**src/hdl/cond_block_pkg.sv**
```systemverilog
// package for the conditional block and table branch unit
package cond_block_pkg;
  localparam int ADDR_W = 32;
  localparam int HW_W = 16;
  localparam int INSN_W = 16;
  localparam logic [3:0] TRUE_COND = 4'he;
  localparam logic [3:0] NEVER_COND = 4'hf;
  localparam logic [15:0] IT_MASK = 16'hff00;
  localparam logic [15:0] IT_MATCH = 16'hbf00;
  localparam logic [15:0] BREAKPOINT_INSTRUCTION_MASK = 16'hff00;
  localparam logic [15:0] BREAKPOINT_INSTRUCTION_MATCH = 16'hbe00;
  localparam int COND_LSB = 4;
  localparam int SLOT_W = 4;
  localparam logic [ADDR_W-1:0] INSN_BYTES = 32'h0000_0004;
  localparam logic [ADDR_W-1:0] IDX_HALF_SHIFT = 32'h0000_0001;
  localparam logic [ADDR_W-1:0] OFS_SHIFT = 32'h0000_0001;
  localparam logic [ADDR_W-1:0] BRANCH_NEAR = 32'h0010_0000;
  localparam logic [ADDR_W-1:0] BRANCH_FAR = 32'h0100_0000;

  // block state carried in the stacked status word
  typedef struct packed {
    logic [3:0] base;
    logic [3:0] mask;
  } blk_state_s;

  typedef struct packed {
    logic valid;
    logic [INSN_W-1:0] insn;
    logic is_branch;
  } insn_in_s;

  typedef enum logic [1:0] {
    TB_IDLE,
    TB_FETCH,
    TB_DONE
  } tb_state_e;
endpackage

```
**src/hdl/cond_block_unit.sv**
```systemverilog
// conditional block sequencing and table branch target unit
`timescale 1ns/1ps
`default_nettype none

// Overview of operation
// - up to four instructions after the prefix form one conditional block.
// - slot one uses base condition; later slots use it or its inverse.
// - breakpoint inside a block executes even when its slot fails.
// - exceptions inside a block save block state with return info.
// - exception return restores block state and resumes slot conditions.
// - the prefix itself leaves condition flags unchanged.
// - table offset is twice the unsigned byte or halfword entry.
// - branch target is offset plus address after table branch.
// - program counter base means table starts after the instruction.
// - halfword table index is shifted left one bit.
// - direct conditional branch inside block gets the longer range.
module cond_block_unit #(
  parameter int AW = cond_block_pkg::ADDR_W
) (
  input wire logic I_SYS_CLK,
  input wire logic I_RST,
  input wire logic i_ce,
  input wire cond_block_pkg::insn_in_s i_insn,
  input wire logic [3:0] i_flags,
  input wire logic i_exc_entry,
  input wire logic i_exc_return,
  input wire cond_block_pkg::blk_state_s i_stacked_state,
  input wire logic i_tb_start,
  input wire logic i_tb_half,
  input wire logic i_tb_base_is_pc,
  input wire logic [AW-1:0] i_insn_addr,
  input wire logic [AW-1:0] i_base_val,
  input wire logic [AW-1:0] i_index_val,
  input wire logic i_mem_ready,
  input wire logic [cond_block_pkg::HW_W-1:0] i_mem_data,
  output logic o_execute,
  output logic o_in_block,
  output logic o_last_slot,
  output logic o_flags_write_en,
  output logic [AW-1:0] o_branch_range,
  output cond_block_pkg::blk_state_s o_saved_state,
  output logic o_mem_req,
  output logic [AW-1:0] o_mem_addr,
  output logic o_mem_half,
  output logic o_tb_valid,
  output logic [AW-1:0] o_tb_target
);

  // ************************************************************
  // condition evaluation
  // ************************************************************
  function automatic logic cond_pass(input logic [3:0] c, input logic [3:0] f);
    logic n;
    logic z;
    logic cy;
    logic v;
    logic r;
    n = f[3];
    z = f[2];
    cy = f[1];
    v = f[0];
    unique case (c[3:1])
      3'h0: r = z;
      3'h1: r = cy;
      3'h2: r = n;
      3'h3: r = v;
      3'h4: r = cy & ~z;
      3'h5: r = (n == v);
      3'h6: r = (n == v) & ~z;
      3'h7: r = 1'b1;
    endcase
    if (c[0] && c != cond_block_pkg::NEVER_COND) begin
      r = ~r;
    end
    return r;
  endfunction

  function automatic logic is_prefix(input logic [15:0] w);
    return ((w & cond_block_pkg::IT_MASK) == cond_block_pkg::IT_MATCH) && (w[3:0] != 4'h0);
  endfunction

  // ************************************************************
  // block state
  // ************************************************************
  cond_block_pkg::blk_state_s state;
  cond_block_pkg::blk_state_s next_state;
  logic active;
  logic [3:0] slot_cond;
  logic is_breakpoint_instruction;

  assign active = (state.mask != 4'h0);
  // slot condition: base low bit is refreshed from the mask on each advance
  assign slot_cond = state.base;
  assign is_breakpoint_instruction = (i_insn.insn & cond_block_pkg::BREAKPOINT_INSTRUCTION_MASK) == cond_block_pkg::BREAKPOINT_INSTRUCTION_MATCH;

  always_comb begin
    next_state = state;
    if (i_exc_return) begin
      next_state = i_stacked_state;
    end else if (i_exc_entry) begin
      next_state = '0;
    end else if (i_insn.valid) begin
      if (active) begin
        if (state.mask[2:0] == 3'h0) begin
          // final slot retires, the block is over
          next_state = '0;
        end else begin
          // top mask bit becomes the then/else bit of the next slot
          {next_state.base[0], next_state.mask} = {state.mask, 1'b0};
        end
      end else if (is_prefix(i_insn.insn)) begin
        // the prefix encodes base and a mask of up to four slots
        next_state.base = i_insn.insn[cond_block_pkg::COND_LSB +: 4];
        next_state.mask = i_insn.insn[3:0];
      end
    end
  end

  always_ff @(posedge I_SYS_CLK or posedge I_RST) begin
    if (I_RST) begin
      state <= '0;
    end else if (i_ce) begin
      state <= next_state;
    end
  end

  always_comb begin
    o_in_block = active;
    o_last_slot = active && (state.mask[2:0] == 3'h0);
    // breakpoint runs even when the slot condition fails
    o_execute = i_insn.valid && (!active || cond_pass(slot_cond, i_flags) || is_breakpoint_instruction);
    // the prefix never writes flags
    o_flags_write_en = i_insn.valid && !(!active && is_prefix(i_insn.insn));
    o_branch_range = (active && i_insn.is_branch) ? cond_block_pkg::BRANCH_FAR
                                                  : cond_block_pkg::BRANCH_NEAR;
    o_saved_state = state;
  end

  // ************************************************************
  // slot counter for the block length check
  // ************************************************************
  logic [2:0] slots_done;
  logic [2:0] next_slots_done;

  always_comb begin
    next_slots_done = '0;
    if (active && next_state.mask != 4'h0 && !i_exc_return) begin
      next_slots_done = slots_done + (i_insn.valid ? 3'h1 : 3'h0);
    end
  end

  always_ff @(posedge I_SYS_CLK or posedge I_RST) begin
    if (I_RST) begin
      slots_done <= '0;
    end else if (i_ce) begin
      slots_done <= next_slots_done;
    end
  end

  // ************************************************************
  // table branch
  // ************************************************************
  cond_block_pkg::tb_state_e tb_state;
  cond_block_pkg::tb_state_e next_tb_state;
  logic [AW-1:0] tb_next_pc;
  logic [AW-1:0] next_tb_next_pc;
  logic [AW-1:0] mem_addr;
  logic [AW-1:0] next_mem_addr;
  logic tb_half;
  logic next_tb_half;
  logic [AW-1:0] target;
  logic [AW-1:0] next_target;
  logic [AW-1:0] tb_base;
  logic [AW-1:0] tb_index;
  logic [AW-1:0] entry;

  always_comb begin
    tb_base = i_tb_base_is_pc ? (i_insn_addr + cond_block_pkg::INSN_BYTES) : i_base_val;
    tb_index = i_tb_half ? (i_index_val << cond_block_pkg::IDX_HALF_SHIFT) : i_index_val;
    entry = tb_half ? AW'(i_mem_data) : AW'(i_mem_data[7:0]);
    next_tb_state = tb_state;
    next_tb_next_pc = tb_next_pc;
    next_mem_addr = mem_addr;
    next_tb_half = tb_half;
    next_target = target;
    unique case (tb_state)
      cond_block_pkg::TB_IDLE: begin
        if (i_tb_start) begin
          next_tb_state = cond_block_pkg::TB_FETCH;
          next_tb_next_pc = i_insn_addr + cond_block_pkg::INSN_BYTES;
          next_mem_addr = tb_base + tb_index;
          next_tb_half = i_tb_half;
        end
      end
      cond_block_pkg::TB_FETCH: begin
        if (i_mem_ready) begin
          // forward branch by twice the unsigned entry
          next_target = tb_next_pc + (entry << cond_block_pkg::OFS_SHIFT);
          next_tb_state = cond_block_pkg::TB_DONE;
        end
      end
      cond_block_pkg::TB_DONE: begin
        next_tb_state = cond_block_pkg::TB_IDLE;
      end
    endcase
  end

  always_ff @(posedge I_SYS_CLK or posedge I_RST) begin
    if (I_RST) begin
      tb_state <= cond_block_pkg::TB_IDLE;
      tb_next_pc <= '0;
      mem_addr <= '0;
      tb_half <= 1'b0;
      target <= '0;
    end else if (i_ce) begin
      tb_state <= next_tb_state;
      tb_next_pc <= next_tb_next_pc;
      mem_addr <= next_mem_addr;
      tb_half <= next_tb_half;
      target <= next_target;
    end
  end

  assign o_mem_req = (tb_state == cond_block_pkg::TB_FETCH);
  assign o_mem_addr = mem_addr;
  assign o_mem_half = tb_half;
  assign o_tb_valid = (tb_state == cond_block_pkg::TB_DONE);
  assign o_tb_target = target;

  // ************************************************************
  // checks
  // ************************************************************
  prefix_loads_a: assert property (@(posedge I_SYS_CLK) disable iff (I_RST)
    (i_ce && i_insn.valid && !active && is_prefix(i_insn.insn) && !i_exc_entry && !i_exc_return)
      |=> (state.mask == $past(i_insn.insn[3:0])))
    else $error("prefix did not load block state");
  breakpoint_instruction_runs_a: assert property (@(posedge I_SYS_CLK) disable iff (I_RST)
    (i_insn.valid && is_breakpoint_instruction) |-> o_execute)
    else $error("breakpoint suppressed");
  slot_first_a: assert property (@(posedge I_SYS_CLK) disable iff (I_RST)
    (i_ce && i_insn.valid && !active && is_prefix(i_insn.insn) && !i_exc_entry && !i_exc_return)
      ##1 (i_insn.valid && !is_breakpoint_instruction && !i_exc_return)
      |-> (o_execute == cond_pass($past(i_insn.insn[7:4]), i_flags)))
    else $error("first slot condition wrong");
  exc_save_a: assert property (@(posedge I_SYS_CLK) disable iff (I_RST)
    (i_ce && i_exc_entry && !i_exc_return) |=> (state == '0 && $past(o_saved_state) == $past(state)))
    else $error("exception entry did not clear block");
  exc_resume_a: assert property (@(posedge I_SYS_CLK) disable iff (I_RST)
    (i_ce && i_exc_return) |=> (state == $past(i_stacked_state)))
    else $error("exception return lost block state");
  prefix_flags_a: assert property (@(posedge I_SYS_CLK) disable iff (I_RST)
    (i_insn.valid && !active && is_prefix(i_insn.insn)) |-> !o_flags_write_en)
    else $error("prefix wrote flags");
  tb_target_a: assert property (@(posedge I_SYS_CLK) disable iff (I_RST)
    (i_ce && tb_state == cond_block_pkg::TB_FETCH && i_mem_ready)
      |=> (o_tb_valid && o_tb_target == $past(tb_next_pc) + ($past(entry) << 1)))
    else $error("table target wrong");
  tb_pc_base_a: assert property (@(posedge I_SYS_CLK) disable iff (I_RST)
    (i_ce && tb_state == cond_block_pkg::TB_IDLE && i_tb_start && i_tb_base_is_pc && !i_tb_half)
      |=> (o_mem_addr == $past(i_insn_addr) + 32'h4 + $past(i_index_val)))
    else $error("pc based table address wrong");
  tb_half_idx_a: assert property (@(posedge I_SYS_CLK) disable iff (I_RST)
    (i_ce && tb_state == cond_block_pkg::TB_IDLE && i_tb_start && !i_tb_base_is_pc && i_tb_half)
      |=> (o_mem_addr == $past(i_base_val) + ($past(i_index_val) << 1)))
    else $error("halfword index not doubled");
  range_long_a: assert property (@(posedge I_SYS_CLK) disable iff (I_RST)
    (active && i_insn.is_branch) |-> (o_branch_range > cond_block_pkg::BRANCH_NEAR))
    else $error("in block branch range short");
  block_ends_a: assert property (@(posedge I_SYS_CLK) disable iff (I_RST)
    (i_ce && active && state.mask == 4'h8 && i_insn.valid && !i_exc_entry && !i_exc_return)
      |=> !active)
    else $error("block state not cleared after last slot");
  slots_bound_a: assert property (@(posedge I_SYS_CLK) disable iff (I_RST)
    active |-> (int'(slots_done) < cond_block_pkg::SLOT_W))
    else $error("block longer than four slots");
  true_block_a: assert property (@(posedge I_SYS_CLK) disable iff (I_RST)
    (active && i_insn.valid && state.base[3:1] == cond_block_pkg::TRUE_COND[3:1])
      |-> o_execute)
    else $error("true condition slot suppressed");
  outside_runs_a: assert property (@(posedge I_SYS_CLK) disable iff (I_RST)
    (!active && i_insn.valid) |-> o_execute)
    else $error("instruction outside block suppressed");
  slot_flags_a: assert property (@(posedge I_SYS_CLK) disable iff (I_RST)
    (active && i_insn.valid) |-> o_flags_write_en)
    else $error("block slot lost flag write");
  exc_block_a: assert property (@(posedge I_SYS_CLK) disable iff (I_RST)
    (i_ce && i_exc_entry && !i_exc_return) |=> !o_in_block)
    else $error("block active after exception entry");
  last_inside_a: assert property (@(posedge I_SYS_CLK) disable iff (I_RST)
    o_last_slot |-> o_in_block)
    else $error("last slot flagged outside block");
  ce_freeze_a: assert property (@(posedge I_SYS_CLK) disable iff (I_RST)
    !i_ce |=> ($stable(state) && $stable(tb_state)))
    else $error("state moved while clock enable low");
  range_short_a: assert property (@(posedge I_SYS_CLK) disable iff (I_RST)
    !active |-> (o_branch_range == cond_block_pkg::BRANCH_NEAR))
    else $error("branch range long outside block");
  tb_hold_a: assert property (@(posedge I_SYS_CLK) disable iff (I_RST)
    (i_ce && tb_state == cond_block_pkg::TB_FETCH && !i_mem_ready)
      |=> (o_mem_req && $stable(o_mem_addr)))
    else $error("table fetch dropped before entry");
  tb_pulse_a: assert property (@(posedge I_SYS_CLK) disable iff (I_RST)
    (i_ce && o_tb_valid) |=> !o_tb_valid)
    else $error("table target valid too long");

endmodule

`default_nettype wire

```
**config.mk**
```make
export PLATFORM = sky130hd
export DESIGN_NAME = cond_block_unit
export DESIGN_NICKNAME = d
export VERILOG_FILES = /design/src/hdl/cond_block_pkg.sv /design/src/hdl/cond_block_unit.sv
export SDC_FILE = /design/constraint.sdc
export NUM_CORES = 1
export LEC_CHECK = 0
export BUFFER_PORTS_ARGS = -buffer_cell sky130_fd_sc_hd__buf_2
export CAP_MARGIN = 20
export CORE_ASPECT_RATIO = 0.5
export CORE_MARGIN = 2
export CORE_UTILIZATION = 45
export DETAILED_ROUTE_END_ITERATION = 6
export PLACE_DENSITY = 0.74
export SETUP_SLACK_MARGIN = 0.02
export SYNTH_ARGS = -nofsm -noshare
export SYNTH_HDL_FRONTEND = slang
export SYNTH_SLANG_ARGS = --single-unit
```
**constraint.sdc**
```tcl
create_clock -name I_SYS_CLK -period 3.4 [get_ports I_SYS_CLK]
set_clock_uncertainty 0.15 [all_clocks]
set_input_delay 0.17 -clock I_SYS_CLK [delete_from_list [all_inputs] [get_ports I_SYS_CLK]]
set_output_delay 0.17 -clock I_SYS_CLK [all_outputs]
set_load 0.05 [all_outputs]
```
[Yosys cells after proc, flatten, opt, wreduce, memory -nomap -nowiden]
Index checks and enable logic that the tools add are counted.
Storage, ports and cells
  bits in registers: 107
  latch bits: 0
  RAM bits: 0
  bits in read-only memories: 0
  output and inout port bits: 111
  memories: 0
Cells by class
  add/sub/neg operators: 3
  $mul: 0
  div/mod/pow operators: 0
  $lt $le $gt $ge: 0
  eq/ne operators: 16
  shift operators: 0
  muxes and demuxes: 16
  bitwise logic cells: 4
  reductions and logical operators: 23
Operators with widths (count)
  $mux 32: 2
  $mux 8: 5
  $add 32x17->32: 1
  $add 32x3->32 const B: 1
  $add 32x32->32: 1
  $mux 25: 1
  $eq 8x8->1 const B: 2
  $mux 16: 1
  $eq 3x3->1 const B: 4
  $reduce_and 3->1: 4
  $reduce_bool 4->1: 3
  $pmux 1 s8: 1
  $logic_and 1x1->1: 7
  $eq 3x2->1 const B: 2
  $logic_not 3->1: 2
  $pmux 2 s3: 1
  $mux 5: 1
  $mux 2: 2
  $ne 2x2->1 const B: 2
  $ne 4x3->1 const B: 1
  $ne 4x4->1 const B: 1
  $reduce_and 4->1: 1
  $eq 3x1->1 const B: 1
  $mux 3: 1
  other kinds (10): 14

[Logic depth before layout (Yosys ltp)]
  word-level depth: 8
  gate-level depth with buffers: 17
  mapped depth without buffers: 16

[Least setup slack after synthesis]
No wires, ideal clock.
  kind: flip-flop to output port
  from: reg state (netlist bit o_saved_state[0])
  to: out o_execute
  data arrival time: 2.932 ns
  data required time: 3.080 ns
  path slack: 0.148 ns
  stages on the path, launching flop included: 6
  cell sequence: dfrtp_1 nor4_1 inv_1 o221ai_1 a31oi_1 a21boi_0
On the way
  cells in the longest elaborated chain, start to end: 5
RTL lines
  from (decl): line cond_block_unit.sv:85  | cond_block_pkg::blk_state_s state;
  from (signal assigned): line cond_block_unit.sv:123  | state <= next_state;
  $reduce_bool 4->1: line cond_block_unit.sv:91  | assign active = (state.mask != 4'h0);
  net o_in_block: line cond_block_unit.sv:37  | output logic o_in_block,
  $logic_not 1->1: line cond_block_unit.sv:131  | o_execute = i_insn.valid && (!active || cond_pass(slot_cond, i_flags) || is_breakpoint_instruction);
  $logic_or 1x1->1 (2 in a row): line cond_block_unit.sv:131
  $logic_and 1x1->1: line cond_block_unit.sv:131
  to (decl): line cond_block_unit.sv:36  | output logic o_execute,
The timed path passes the listed nets, and every way through them passes these cells.

[Worst setup path in the final report]
  from: in i_insn_addr[1]
  to: reg mem_addr[23] (netlist: o_mem_addr[23])
On the way
  cells in the longest elaborated chain, start to end: 3
RTL lines
  from (decl): line cond_block_unit.sv:31  | input wire logic [AW-1:0] i_insn_addr,
  $add 32x3->32: line cond_block_unit.sv:178  | tb_base = i_tb_base_is_pc ? (i_insn_addr + cond_block_pkg::INSN_BYTES) : i_base_val;
  $mux 32: line cond_block_unit.sv:178
  $add 32x32->32: line cond_block_unit.sv:191  | next_mem_addr = tb_base + tb_index;
  to (signal assigned): line cond_block_unit.sv:218  | mem_addr <= next_mem_addr;
  to (decl): line cond_block_unit.sv:167  | logic [AW-1:0] mem_addr;
No other way between the ends.
A chain may end at the register's enable or synchronous reset.

==> run_results.csv <==
group,metric,value,unit
floorplanning,dieWidth,197,um
place,dp.final_hpwl,19500,um
clock_tree,cts-root-buf,"clkbuf_16",
worst_setup_path,worstPathArrival,3.23,ns
outcome,run_status,"finished, violations left",
route,vias,8021,
sta,hold_ws,-0.00413,ns
layout,final_area,10500,um^2
logic_synthesis,ys_ff_latch,107,
route,drtAntennaViolNets,0,
sta,setup_slack,0.229,ns
outcome,violations,"hold timing",
power_and_ir_drop,clockPowerShare,14.2,%
power_and_ir_drop,power_density,738,nW/um^2
global_routing,grt_max_degree,72,
route,routed_wl,24000,um
sta,post-route-period-util,93.3,%
worst_setup_path,crit_buf_inv,4,
logic_synthesis,ys.warnings.count,0,
clock_tree,clk_latency,0.35,ns
worst_hold_path,worstHoldPathType,"in2reg",
global_routing,gr-total-overflow,0,
worst_setup_path,required,3.46,ns
logic_synthesis,synth.cell_area,8390,um^2
floorplanning,start_util,45.7,%
worst_setup_path,crit_path_start_kind,"input pin",
clock_tree,cts_buffers,9,
worst_setup_path,critPathMaxFanout,4,
layout,n_fill_cell,1676,
logic_synthesis,syn_area_per_cell,8.35,um^2
logic_synthesis,syn_inst,1005,
floorplanning,num_rows,35,
logic_synthesis,synth_ff_type,"dfrtp_1",
place,dpl_cell_area,10100,um^2
worst_setup_path,cpPeakStageDelay,0.53,ns
logic_synthesis,synth.top_cells.by_count,"nand2_1 (133), dfrtp_1 (107), o21ai_0 (101)",
power_and_ir_drop,p_leak,5.11,nW
worst_setup_path,path_class,"in2reg",
logic_synthesis,synth.distinct_cells,67,
job,cap_violations,0,
place,post-place-ws,-0.127,ns
clock_tree,cts_tree,"built",
logic_synthesis,yosys.area.top_type_share,31.9,%
route,routed-wl-met3,991,um
sta,slew_headroom,55.1,%
clock_tree,cts.path.max_buffers,2,
floorplanning,die-height,101,um
worst_setup_path,slowest_stage,"dlygate4sd3_1",
logic_synthesis,ys_seq_area_share,31.9,%
power_and_ir_drop,p_comb_share,57.3,%
clock_tree,clkTransAtPathRegs,0.08,ns
sta,period_needed,3.17,ns
logic_synthesis,ys_top_cells_by_area,"dfrtp_1 (32%), ha_1 (7.6%), o21ai_0 (6.0%), nand2_1 (5.9%), a21oi_1 (5.2%)",
place,finalWeightedCongestion,0.965,
sta,report.final.slew_viol_count,0,
power_and_ir_drop,power.net_switching,3.95,mW
place,port_buffers,231,
clock_tree,clock-sinks,107,
layout,drive_above_1_share,29.3,%
clock_tree,post_cts_buffers,0,
route,dr_wl_met2,10800,um
layout,nets,1477,
floorplanning,io_pins,262,
global_routing,grtUsageTotal,24.1,%
sta,finalSetupViolCount,0,
power_and_ir_drop,peakVddDrop,0.333,mV
worst_setup_path,crit_chain,"dlygate4sd3_1 -> buf_2 -> mux2i_1 -> inv_1 -> ha_1 -> a211oi_2 -> o211ai_2 -> a211oi_2 -> o21ai_4 -> a211oi_4 -> buf_4 -> xor2_1 -> o21ai_0",
global_routing,grt_pass1_wl,38000,um
route,drt_pass1_iterations,5,
logic_synthesis,yosysMostFrequentCell,"nand2_1",
layout,synthToLayoutAreaGrowth,25.0,%
route,top_layer_used,"met4",
floorplanning,die_area,19800,um^2
route,post-route-drc-count,0,
sta,hold_violations,1,
route,wl_per_cell,15.8,um
worst_setup_path,endpoint_kind,"flop",
worst_setup_path,cp_top_family,"compound AO/OA/AOI/OAI gates",
logic_synthesis,synth_edf_count,0,
floorplanning,core_area,18300,um^2
global_routing,grt_pass1_vias,7521,
clock_tree,cts_max_level,3,
sta,grt_setup_unrepaired,"no",
logic_synthesis,async_reset_ff_share,100,%
power_and_ir_drop,sequentialPowerShare,28.5,%
sta,max_clock_freq,0.315,GHz
route,drt_iter0_markers,500,
power_and_ir_drop,p_int,3.80,mW
route,vias_per_cell,5.28,
route,met1_length,11600,um
worst_setup_path,worst_path_most_repeated_cell,"a211oi_2",
power_and_ir_drop,switching_share,51.0,%
sta,tightest_slew,0.667,ns
global_routing,antenna_found_initial,2,
logic_synthesis,synth_largest_area_cell,"dfrtp_1",
## what timing repair did
item / 4_1_cts / 5_1_grt
gates resized for setup: 0 / 4
hold buffers: 10 / 0
hold endpoints to repair: 45 / 0
endpoints found under the setup margin: 0 / 4
## path summary, 6_finish.rpt
path,startpoint,end,slack [ns],cells after the start
max in group asynchronous,I_RST,o_mem_addr[30],2.08,4
hold reg to reg,o_tb_target[29],o_tb_target[29],0.33,2
setup reg to reg,o_mem_half,o_tb_target[18],0.53,10
hold / removal,i_insn[8],slot_cond[3],-0.004,3
setup / recovery,i_insn_addr[1],o_mem_addr[23],0.23,13
min in group asynchronous,I_RST,o_tb_target[6],0.25,3
## through the flow
step / hold slack, ns / utilization, % / cells / total power, mW / setup TNS (ns)
finish: -0.00413 / 57.2 / 1520 / 7.74 / 0
global route: 0.00617 / 57.2 / 1520 / 8.29 / 0
CTS: 0.000613 / 57.0 / 1518 / 7.77 / 0
detailed placement: 0.0896 / 54.8 / 1492 / 6.63 / -0.475
global placement: 0.0858 / 54.8 / 1492 / 6.54 / -0.119
floorplan: 0.132 / - / 1034 / 5.48 / 0
## kinds of logic after synthesis
logic type               synth area share (%)
AND/OR/NAND/NOR                          17.7
AO/OA/AOI/OAI                            21.3
flip-flops                               31.9
buffers and inverters                    6.11
XOR/XNOR                                 8.66
adder cells (fa/ha/maj)                  8.08
multiplexers                             6.19
other                                  0.0447
## power by group through the flow
| stage | combinational (mW) | sequential [mW] | clock (mW) |
|---|---|---|---|
| floorplan | 2.03 | 3.46 | 0 |
| global placement | 4.34 | 2.20 | 0 |
| detailed placement | 4.40 | 2.23 | 0 |
| CTS | 4.44 | 2.21 | 1.12 |
| global route | 4.83 | 2.28 | 1.18 |
| finish | 4.44 | 2.21 | 1.10 |
## area by class of cell
cell class                 instances  area [um^2]  area share [%]
multi-input combinational        823         5350            51.0
sequential                       107         2680            25.5
timing repair buffer             303         1730            16.5
tap                              240          300            2.86
clock buffer                       9          225            2.15
inverter                          29          111            1.06
clock inverter                     7         87.6           0.835
antenna                            2         5.00          0.0477
## placed cells by master, fill, tap and decap left out, types with 30 or more instances in the layout
cell type,netlist,final
mux2_2,39,39
xor2_1,50,50
buf_2,2,231
nand2_1,133,133
buf_4,32,61
o21ai_0,101,101
a21oi_1,88,88
nor2_1,67,67
dfrtp_1,107,107
conb_1,1,30
ha_1,51,51
xnor2_1,33,33
## sequential cells by signal (all words and copies together) (netlist names)
name / count
o_mem_addr: 32
o_tb_target: 32
tb_next_pc: 32
o_saved_state: 4
slot_cond: 4
tb_state: 2
o_mem_half: 1
## metal layers
metal,up-vias,track usage (%)
met4,0,7.87
li1,4029,-
met1,3711,32.8
met5,-,0
met2,235,40.0
met3,46,3.38
## worst register-to-register path: stages, from the launching register on
cell and delay (ns):
dfrtp_1 0.40, and2_1 0.15, ha_1 0.34, a21o_1 0.20, a21oi_1 0.12, o21ai_0 0.13, a211oi_1 0.40, o2111ai_2 0.30
nand3_1 0.18, xor2_1 0.24, o21ai_0 0.12
No activity file was read; power rests on OpenSTA's default activity.
